File: src/logic/opsel_pkg.sv
// package: register map and field layout for the output pin function selectors
package opsel_pkg;
  // ****************************************
  // register map
  // ****************************************
  localparam int OPSEL_FIRST_REG = 9;
  localparam int OPSEL_LAST_REG = 15;
  localparam int OPSEL_NUM_REGS = OPSEL_LAST_REG - OPSEL_FIRST_REG + 1;
  localparam int OPSEL_FIRST_PIN = 18;
  localparam int OPSEL_NUM_PINS = 2 * OPSEL_NUM_REGS;
  // byte offset of output_pin_select_9; later registers follow one word apart
  localparam logic [11:0] OPSEL_BASE_OFFSET = 12'h000;
  localparam int OPSEL_ADDR_W = 12;
  // ****************************************
  // field layout
  // ****************************************
  localparam int OPSEL_SEL_W = 6;
  localparam int OPSEL_EVEN_LSB = 0;
  localparam int OPSEL_ODD_LSB = 8;
  localparam logic [5:0] OPSEL_SEL_RESET = 6'h00;
  // zero means no peripheral: pin stays under port control
  localparam logic [5:0] OPSEL_SEL_NONE = 6'h00;
  // ****************************************
  // bus encodings
  // ****************************************
  localparam logic [1:0] OPSEL_HTRANS_NONSEQ = 2'h2;
  localparam logic [1:0] OPSEL_HTRANS_SEQ = 2'h3;
  localparam logic [1:0] OPSEL_HRESP_OKAY = 2'h0;
endpackage : opsel_pkg

File: src/logic/opsel_top.sv
// module: ahb-lite register file of output pin function selectors, pins 18..31
// Notes on behaviour
// - each register holds odd-pin selector at bits 13:8, even-pin at 5:0
// - nonzero selector value n below NUM_FUNCS routes peripheral output n onto that pin; zero or a larger value leaves the pin on port_out
// - bits 15:14 and 7:6 are unimplemented and read zero
// - selector bits are read/write and clear to zero at reset
// - in 64-pin variant, pin 31 selector is absent and reads zero
// - registers 9 to 15 cover pins 18 to 31 in ascending order
//
// The placing of the registers and register access over AHB-Lite were chosen for this implementation.
module opsel_top
  import opsel_pkg::*;
#(
  parameter int NUM_FUNCS = 64,
  parameter bit PIN64_VARIANT = 1'b0
) (
  input wire logic hclk,
  input wire logic hresetn,
  input wire logic hsel,
  input wire logic [31:0] haddr,
  input wire logic [1:0] htrans,
  input wire logic hwrite,
  input wire logic [2:0] hsize,
  input wire logic [31:0] hwdata,
  input wire logic hready,
  output logic [31:0] hrdata,
  output logic hreadyout,
  output logic [1:0] hresp,
  input wire logic [NUM_FUNCS-1:0] periph_out,
  input wire logic [OPSEL_NUM_PINS-1:0] port_out,
  output logic [OPSEL_NUM_PINS-1:0] remappable_pin,
  output logic [OPSEL_NUM_PINS-1:0] pin_is_mapped,
  output logic [OPSEL_NUM_PINS*OPSEL_SEL_W-1:0] pin_function_sel
);

  // ****************************************
  // state
  // ****************************************
  typedef struct packed {
    logic [OPSEL_NUM_PINS-1:0][OPSEL_SEL_W-1:0] sel;
    logic wr_pend;
    logic [2:0] wr_idx;
    logic [31:0] rdata;
  } opsel_state_t;

  opsel_state_t st;
  opsel_state_t next_st;

  // word index into the selector bank, or 7 when unmapped
  function automatic logic [2:0] opsel_index(input logic [31:0] a);
    logic [31:0] off;
    off = a - {20'h0_0000, OPSEL_BASE_OFFSET};
    if (off[31:2] < 30'(OPSEL_NUM_REGS)) begin
      return off[4:2];
    end
    return 3'h7;
  endfunction : opsel_index

  // can software hold a nonzero value in this pin's selector
  function automatic logic opsel_pin_impl(input int pin);
    return !(PIN64_VARIANT && pin == OPSEL_NUM_PINS - 1);
  endfunction : opsel_pin_impl

  logic take;
  logic [2:0] acc_idx;
  logic [31:0] rd_word;
  assign take = hsel && hready && (htrans == OPSEL_HTRANS_NONSEQ || htrans == OPSEL_HTRANS_SEQ);
  assign acc_idx = opsel_index(haddr);

  // ****************************************
  // read mux
  // ****************************************
  always_comb begin
    rd_word = 32'h0000_0000;
    if (acc_idx != 3'h7) begin
      rd_word[OPSEL_EVEN_LSB +: OPSEL_SEL_W] = st.sel[2*acc_idx];
      rd_word[OPSEL_ODD_LSB +: OPSEL_SEL_W] = st.sel[2*acc_idx+1];
    end
  end

  // ****************************************
  // next state
  // ****************************************
  always_comb begin
    next_st = st;
    // write data arrives in the data phase, one cycle after the address
    if (st.wr_pend && st.wr_idx != 3'h7) begin
      next_st.sel[2*st.wr_idx] = hwdata[OPSEL_EVEN_LSB +: OPSEL_SEL_W];
      next_st.sel[2*st.wr_idx+1] = hwdata[OPSEL_ODD_LSB +: OPSEL_SEL_W];
    end
    for (int p = 0; p < OPSEL_NUM_PINS; p++) begin
      if (!opsel_pin_impl(p)) begin
        next_st.sel[p] = OPSEL_SEL_NONE;
      end
    end
    next_st.wr_pend = take && hwrite;
    next_st.wr_idx = acc_idx;
    next_st.rdata = (take && !hwrite) ? rd_word : 32'h0000_0000;
  end

  always_ff @(posedge hclk or negedge hresetn) begin
    if (!hresetn) begin
      st <= '0;
    end else begin
      st <= next_st;
    end
  end

  assign hrdata = st.rdata;
  assign hreadyout = 1'b1;
  assign hresp = OPSEL_HRESP_OKAY;

  // ****************************************
  // pin multiplexer
  // ****************************************
  genvar g;
  generate
    for (g = 0; g < OPSEL_NUM_PINS; g++) begin : g_pin
      logic hit;
      // out-of-range values fall back to the port rather than float
      assign hit = st.sel[g] != OPSEL_SEL_NONE && 32'(st.sel[g]) < NUM_FUNCS;
      assign pin_is_mapped[g] = hit;
      assign remappable_pin[g] = hit ? periph_out[st.sel[g]] : port_out[g];
      assign pin_function_sel[g*OPSEL_SEL_W +: OPSEL_SEL_W] = st.sel[g];
    end
  endgenerate

  // ****************************************
  // checks
  // ****************************************
  a_write_lands: assert property (@(posedge hclk) disable iff (!hresetn)
    take && hwrite && acc_idx == 3'h0 ##1 1'b1 |=>
      st.sel[0] == $past(hwdata[5:0]) && st.sel[1] == $past(hwdata[13:8]))
    else $error("selector write not stored");
  a_read_reserved: assert property (@(posedge hclk) disable iff (!hresetn)
    hrdata[15:14] == 2'h0 && hrdata[7:6] == 2'h0 && hrdata[31:16] == 16'h0000)
    else $error("reserved bits read nonzero");
  a_read_fields: assert property (@(posedge hclk) disable iff (!hresetn)
    take && !hwrite && acc_idx == 3'h1 && !st.wr_pend |=>
      hrdata[5:0] == $past(st.sel[2]) && hrdata[13:8] == $past(st.sel[3]))
    else $error("read fields misplaced");
  a_pin31_absent: assert property (@(posedge hclk) disable iff (!hresetn)
    st.sel[OPSEL_NUM_PINS-1] != 6'h00 |-> !PIN64_VARIANT)
    else $error("pin 31 selector present in small variant");
  a_port_default: assert property (@(posedge hclk) disable iff (!hresetn)
    st.sel[4] == 6'h00 |-> remappable_pin[4] == port_out[4])
    else $error("unmapped pin not on port");
  a_route_func: assert property (@(posedge hclk) disable iff (!hresetn)
    st.sel[12] == 6'h11 |-> remappable_pin[12] == periph_out[17])
    else $error("pin not driven by selected function");
  a_unmapped_zero: assert property (@(posedge hclk) disable iff (!hresetn)
    take && !hwrite && acc_idx == 3'h7 |=> hrdata == 32'h0000_0000)
    else $error("unmapped address read nonzero");
  a_hold_value: assert property (@(posedge hclk) disable iff (!hresetn)
    !st.wr_pend |=> $stable(st.sel[0]))
    else $error("selector changed without write");

  // ****************************************
  // reset and bus checks
  // ****************************************
  // no disable here: the check must see the very edge that reset lets go
  a_reset_clear: assert property (@(posedge hclk)
    $rose(hresetn) |-> st.sel == '0 && hrdata == 32'h0000_0000)
    else $error("selectors not cleared by reset");
  a_read_idle: assert property (@(posedge hclk) disable iff (!hresetn)
    !(take && !hwrite) |=> hrdata == 32'h0000_0000)
    else $error("read data left on bus outside data phase");
  a_read_first: assert property (@(posedge hclk) disable iff (!hresetn)
    (take && !hwrite && acc_idx == 3'h0) |=>
      hrdata[5:0] == $past(st.sel[0]) && hrdata[13:8] == $past(st.sel[1]))
    else $error("first register read misplaced");
  a_read_mid: assert property (@(posedge hclk) disable iff (!hresetn)
    (take && !hwrite && acc_idx == 3'h3) |=>
      hrdata[5:0] == $past(st.sel[6]) && hrdata[13:8] == $past(st.sel[7]))
    else $error("middle register read misplaced");
  a_read_last: assert property (@(posedge hclk) disable iff (!hresetn)
    (take && !hwrite && acc_idx == 3'h6) |=>
      hrdata[5:0] == $past(st.sel[12]) && hrdata[13:8] == $past(st.sel[13]))
    else $error("last register read misplaced");

  // ****************************************
  // selector store checks
  // ****************************************
  a_write_mid: assert property (@(posedge hclk) disable iff (!hresetn)
    (take && hwrite && acc_idx == 3'h3) ##1 1'b1 |=>
      st.sel[6] == $past(hwdata[5:0]) && st.sel[7] == $past(hwdata[13:8]))
    else $error("middle register write not stored");
  a_write_last: assert property (@(posedge hclk) disable iff (!hresetn)
    (take && hwrite && acc_idx == 3'h6) ##1 1'b1 |=>
      st.sel[12] == $past(hwdata[5:0]) &&
      (PIN64_VARIANT || st.sel[13] == $past(hwdata[13:8])))
    else $error("last register write not stored");
  a_write_unmapped: assert property (@(posedge hclk) disable iff (!hresetn)
    (take && hwrite && acc_idx == 3'h7) ##1 1'b1 |=> $stable(st.sel))
    else $error("unmapped write changed a selector");
  a_hold_last: assert property (@(posedge hclk) disable iff (!hresetn)
    !st.wr_pend |=> $stable(st.sel[OPSEL_NUM_PINS-1]))
    else $error("last selector changed without write");

  // ****************************************
  // pin routing checks
  // ****************************************
  a_route_even: assert property (@(posedge hclk) disable iff (!hresetn)
    st.sel[0] == 6'h05 |-> remappable_pin[0] == periph_out[5])
    else $error("first pin not driven by selected function");
  a_mapped_flag: assert property (@(posedge hclk) disable iff (!hresetn)
    st.sel[0] == 6'h05 |-> pin_is_mapped[0])
    else $error("selected pin not flagged as mapped");
  a_first_port: assert property (@(posedge hclk) disable iff (!hresetn)
    st.sel[0] == 6'h00 |-> remappable_pin[0] == port_out[0])
    else $error("unmapped first pin not on port");
  a_last_port: assert property (@(posedge hclk) disable iff (!hresetn)
    st.sel[OPSEL_NUM_PINS-1] == 6'h00 |->
      remappable_pin[OPSEL_NUM_PINS-1] == port_out[OPSEL_NUM_PINS-1] &&
      !pin_is_mapped[OPSEL_NUM_PINS-1])
    else $error("unmapped last pin not on port");

  // ****************************************
  // coverage
  // ****************************************
  c_write: cover property (@(posedge hclk) take && hwrite);
  c_read: cover property (@(posedge hclk) take && !hwrite && acc_idx == 3'h6);
  c_mapped: cover property (@(posedge hclk) pin_is_mapped[OPSEL_NUM_PINS-2]);
  c_reset_release: cover property (@(posedge hclk) $rose(hresetn));
  c_write_unmapped: cover property (@(posedge hclk) take && hwrite && acc_idx == 3'h7);

endmodule : opsel_top

File: config.mk
export PLATFORM = sky130hd
export DESIGN_NAME = opsel_top
export DESIGN_NICKNAME = d
export VERILOG_FILES = /design/src/logic/opsel_pkg.sv /design/src/logic/opsel_top.sv
export SDC_FILE = /design/constraint.sdc
export NUM_CORES = 1
export LEC_CHECK = 0
export BUFFER_PORTS_ARGS = -buffer_cell sky130_fd_sc_hd__buf_2
export CORE_ASPECT_RATIO = 0.5
export CORE_UTILIZATION = 45
export DETAILED_ROUTE_END_ITERATION = 8
export GPL_ROUTABILITY_DRIVEN = 0
export GPL_TIMING_DRIVEN = 0
export MAX_ROUTING_LAYER = met4
export PLACE_DENSITY = 0.69
export SLEW_MARGIN = 15
export SYNTH_ARGS = -nofsm -noshare
export SYNTH_HDL_FRONTEND = slang
export SYNTH_SLANG_ARGS = --single-unit
File: constraint.sdc
create_clock -name hclk -period 2.3 [get_ports hclk]
set_input_delay 0.345 -clock hclk [delete_from_list [all_inputs] [get_ports hclk]]
set_output_delay 0.345 -clock hclk [all_outputs]
set_load 0.01 [all_outputs]
Word-level counts from Yosys, hierarchy flattened
Index checks and enable logic that the tools add are counted.
Word-level totals
  register bits after elaboration: 102
  input port bits: 152
  output and inout bits: 147
  logic and storage cells: 125
Operators by class
  $add $sub $neg: 2
  order comparisons: 21
  equal/unequal tests: 4
  muxes and demuxes: 58
  reduce and logical (&&, ||, !) cells: 23
Operator list (count)
  84-bit bitwise mux: 2
  6-bit by 7-bit < comparator with 1-bit output, second input constant: 14
  1-bit binary-select mux with 6-bit select: 14
  6-bit nonzero test: 14
  6-bit two-way mux: 6
  30-bit by 3-bit < comparator with 1-bit output, second input constant: 1
  1-bit two-way mux: 29
  6-bit binary-select mux with 4-bit select: 1
  6-bit demux with 4-bit select: 1
  6-bit binary-select mux with 3-bit select: 1
  6-bit demux with 3-bit select: 1
  14-bit two-way mux: 1
  4-bit by 1-bit adder with 5-bit output, second input constant: 2
  4-bit by 5-bit < comparator with 1-bit output, second input constant: 2
  5-bit < comparator, second input constant: 2
  1-bit logical AND: 7
  3-bit two-way mux: 2
  3-bit != test, second input constant: 2
  5-bit by 1-bit greater-or-equal comparator with 1-bit output, second input constant: 1
  2-bit == test, second input constant: 2
  4-bit by 1-bit greater-or-equal comparator with 1-bit output, second input constant: 1
  1-bit logical NOT: 1
  1-bit logical OR: 1

Logic depth before layout (Yosys ltp)
  depth after elaboration: 8
  mapped depth: 9
  mapped depth without buffers: 6

Least setup slack after synthesis
Ideal clock, no wire load.
  path type: flip-flop to output port
  from: register st, in the netlist pin_function_sel[72]
  to: output port remappable_pin[12]
  data arrival time: 1.833 ns
  data required time: 1.955 ns
  path slack: 0.122 ns
  stages on the path, launching flop included: 6
  path buffers: 1
  cell sequence: dfrtp_1 > buf_6 > mux4_1 > mux4_2 > o2111ai_1 > nand3_1
On the way
  cells in the longest elaborated chain, start to end: 3
  elaborated cells on any way between the ends: 4
  those cells by class: 3 x mux; 1 x reduce/logical
RTL lines
  start: declaration: RTL line opsel_top.sv:46  | opsel_state_t st;
  start signal: assignment: RTL line opsel_top.sv:105  | st <= next_st;
  1-bit binary-select mux with 6-bit select: RTL line opsel_top.sv:123  | assign remappable_pin[g] = hit ? periph_out[st.sel[g]] : port_out[g];
  1-bit two-way mux (implied by the code): RTL line opsel_top.sv:123
  1-bit two-way mux (*): RTL line opsel_top.sv:123
  end: declaration: RTL line opsel_top.sv:31  | output logic [OPSEL_NUM_PINS-1:0] remappable_pin,
Every way passes the cells marked *; elsewhere a longest branch is shown, timed or not. The select of a mux whose other input is x is not followed.

Worst setup path after layout
  from: register st, in the netlist pin_function_sel[18]
  to: output port remappable_pin[3]
The elaborated chain is that of the path after synthesis.

==> qor.txt <==
================================================================================
Status                                                              finished, violations left
Violations in the final reports                                     DRC, setup timing
Boundary Pins                                                                299
Post-Synthesis Cell Area                                            13,800 sq um
CTS root buffer                                                        clkbuf_16
Leakage power                                                         0.00716 uW
Placeable Area                                                      29,500 sq um
Post-layout power                                                        5480 uW
Period utilization                                                          129%
Worst-case headroom to the max-slew limit                                  19.0%
First-pass GRT wire length                                             84,600 um
Post-Route Hold Slack                                                     193 ps
Sequential area share after synthesis                                      18.2%
GRT Resource Usage Total                                                   37.7%
Dominant synthesized flop cell                                           dfrtp_1
Unrepaired setup endpoints after global routing                              yes
Endpoint required time on the critical path                              1960 ps
Number of storage elements in the synthesis netlist                          100
Area share of the largest cell type after synthesis                        32.3%
Leading cell type in the layout, fill and taps excluded                    buf_2
Post-layout minimum cycle time                                           2970 ps
Via count of the first global-routing pass                                 13.4k
Largest net degree at the start of global routing                             77
Number of synthesized flops with an enable pin                                 0
1st-pass router iterations                                                     9
Clock Pin Slew Worst Setup and Hold Paths                                 110 ps
Fraction of final layout cells sized beyond drive strength 1               58.1%
Residual antenna-violating net count after detailed routing                    0
Number of stages on the worst hold path                                        3
Maximum clock frequency                                                  337 MHz
Proportion of power drawn by flip-flops and latches                        33.8%
IR drop worst, VDD                                                      0.393 mV
Final Max Tran Viols                                                           0
R2r worst-path depth                                                           4
Utilization after layout                                                   58.3%
Synth-to-Final Area Change                                                 25.0%
Share of total power in the clock network                                  30.0%
Dpl hpwl                                                               43,300 um
Critical path endpoint category                                       output pin
Measured slew at the worst slew-check pin                                1210 ps
Kind of path behind the tightest hold check                         input pin to flip-flop
Cell area power density                                              318 nW/um^2
DRC violation count after routing                                             27
Vias per inst                                                               7.18
Final sum of negative setup slack                                       -7530 ps
Routed length per instance                                               30.3 um
Effective utilization at floorplan                                         46.6%
Number of rows created at floorplan                                           44
CTS H-Tree Depth                                                               3
Worst endpoint data arrival time                                         2630 ps
Skew-Pair Late Insertion Delay                                            400 ps
Clock tree from TritonCTS                                                   done
Die area                                                            31,300 sq um
# nets final                                                               1,717
Share of async-settable or async-resettable flops after synthesis           100%
Warnings, synthesis                                                            0
Starting DRT DRC Count                                                     2,700
Cell taking the most area after synthesis                                 mux4_2
Switching Share                                                            36.5%
Fin Clk Skew                                                             31.5 ps
Cell Int Power                                                           3480 uW
Synthesized instance count                                                 1,225
Final Routed Wirelength                                                59,400 um
Commonest cells after routing, fill and taps aside                  buf_2, mux4_2, buf_4, dfrtp_1, clkbuf_1
Unique cell type count in the Yosys netlist                                   49
Width of the chip                                                         249 um
Worst-case setup slack after placement                                   -547 ps
Initial antenna violation count                                                1
Critical Setup Path Class                                           flip-flop to output pin
Max FO, Critical Path                                                          9
Setup Viol. Count Final                                                       17
Fin. Hold Viols                                                                0
Worst Setup Start Kind                                                 flip-flop
Clock Sinks                                                                  100
Post-Syn Area per Cell                                                11.2 sq um
Power share of the combinational group                                     36.2%
Total clock buffers created by CTS                                             9
Total number of vias                                                       14.1k
CTS max path bufs                                                              2
Final worst-path setup slack                                             -672 ps
P_sw                                                                     2000 uW
Overflow left after global routing                                             0
Leading cell types by total area after synthesis                    mux4_2, dfrtp_1, buf_4, mux2_2, mux2i_1
Maximum capacitance violations                                                 0
Number of input and output port buffers inserted                             248
Die Ht                                                                    126 um
Filler Cell Count                                                          2,411
================================================================================
-- timing repair --
action                     CTS  global route
gates cloned                 3             0
gates resized for setup    152            87
hold endpoints to repair    24             0
pin swaps                   26            36
buffers inserted            41            25
setup endpoints to repair   45            32
hold buffers                 1             0
-- state kept, by name (all words and copies together), names as in the netlist --
| signal | count |
|---|---|
| pin_function_sel | 84 |
| st | 4 |
| hrdata | 12 |
-- final cells by class --
cell class,instances,area [sq um],area share (%)
buffer,300,2140,12.5
clock inverter,6,55.1,0.320
timing repair buffer,318,1910,11.1
multi-input combinational,818,9770,56.8
inverter,18,68.8,0.400
sequential,100,2520,14.7
tap,391,489,2.85
clock buffer,10,229,1.33
antenna,1,2.50,0.0146
-- power by group through the flow --
stage / sequential, uW / combinational, uW / clock, uW
after global routing: 1850 / 2020 / 1690
after CTS: 1840 / 1840 / 1630
after detailed placement: 1870 / 1740 / 0
after global placement: 1870 / 1690 / 0
final: 1850 / 1980 / 1640
after floorplan: 1850 / 1110 / 0
-- path summary, 6_finish.rpt --
kind	startpoint	endpoint	slack, ps
max	pin_function_sel[18]	remappable_pin[3]	-670
min	hwrite	st[35]	190
max reg2reg	st[32]	pin_function_sel[54]	120
min reg2reg	pin_function_sel[62]	pin_function_sel[62]	760
max in group asynchronous	hresetn	pin_function_sel[50]	1170
min in group asynchronous	hresetn	pin_function_sel[18]	360
-- routing by layer --
layer  track usage (%)  share of wire [%]
met1              45.5                 34
met3              20.3                 19
met5                 -                  0
met2              53.0                 41
met4              13.9                5.9
-- synthesized netlist by cell type (18+ instances only) --
cell	number
mux2i_1	82
a211oi_1	18
mux4_1	22
nor2b_1	20
o21ai_0	22
nor4_1	25
nand3_1	35
buf_4	150
clkbuf_1	107
nor3b_1	22
dfrtp_1	100
mux4_2	197
buf_2	25
nand2_1	71
mux2_2	82
o211ai_1	25
nor2_1	34
-- through the flow --
stage | std cells | cell area, sq um
detailed placement | 1886 | 15600
floorplan | 1246 | 13800
CTS | 1942 | 16700
global route | 1962 | 17200
finish | 1962 | 17200
global placement | 1885 | 15600
-- cell families after synthesis --
family,Yosys count,share of synthesized area [%]
multiplexers,385,49.5
buffers and inverters,328,14.0
AND/OR/NAND/NOR,261,10.2
AO/OA/AOI/OAI,149,7.97
flip-flops,100,18.2
other,2,0.0546
-- critical path, stage by stage (launching register included) --
cell and delay, ps:
dfrtp_2 460, buf_12 170, buf_4 140, mux4_2 310
mux2_2 140, nand2_1 110, o2111ai_1 170, o21ai_0 160
nor4_2 350, buf_2 200
No activity file was read; power rests on OpenSTA's default activity.
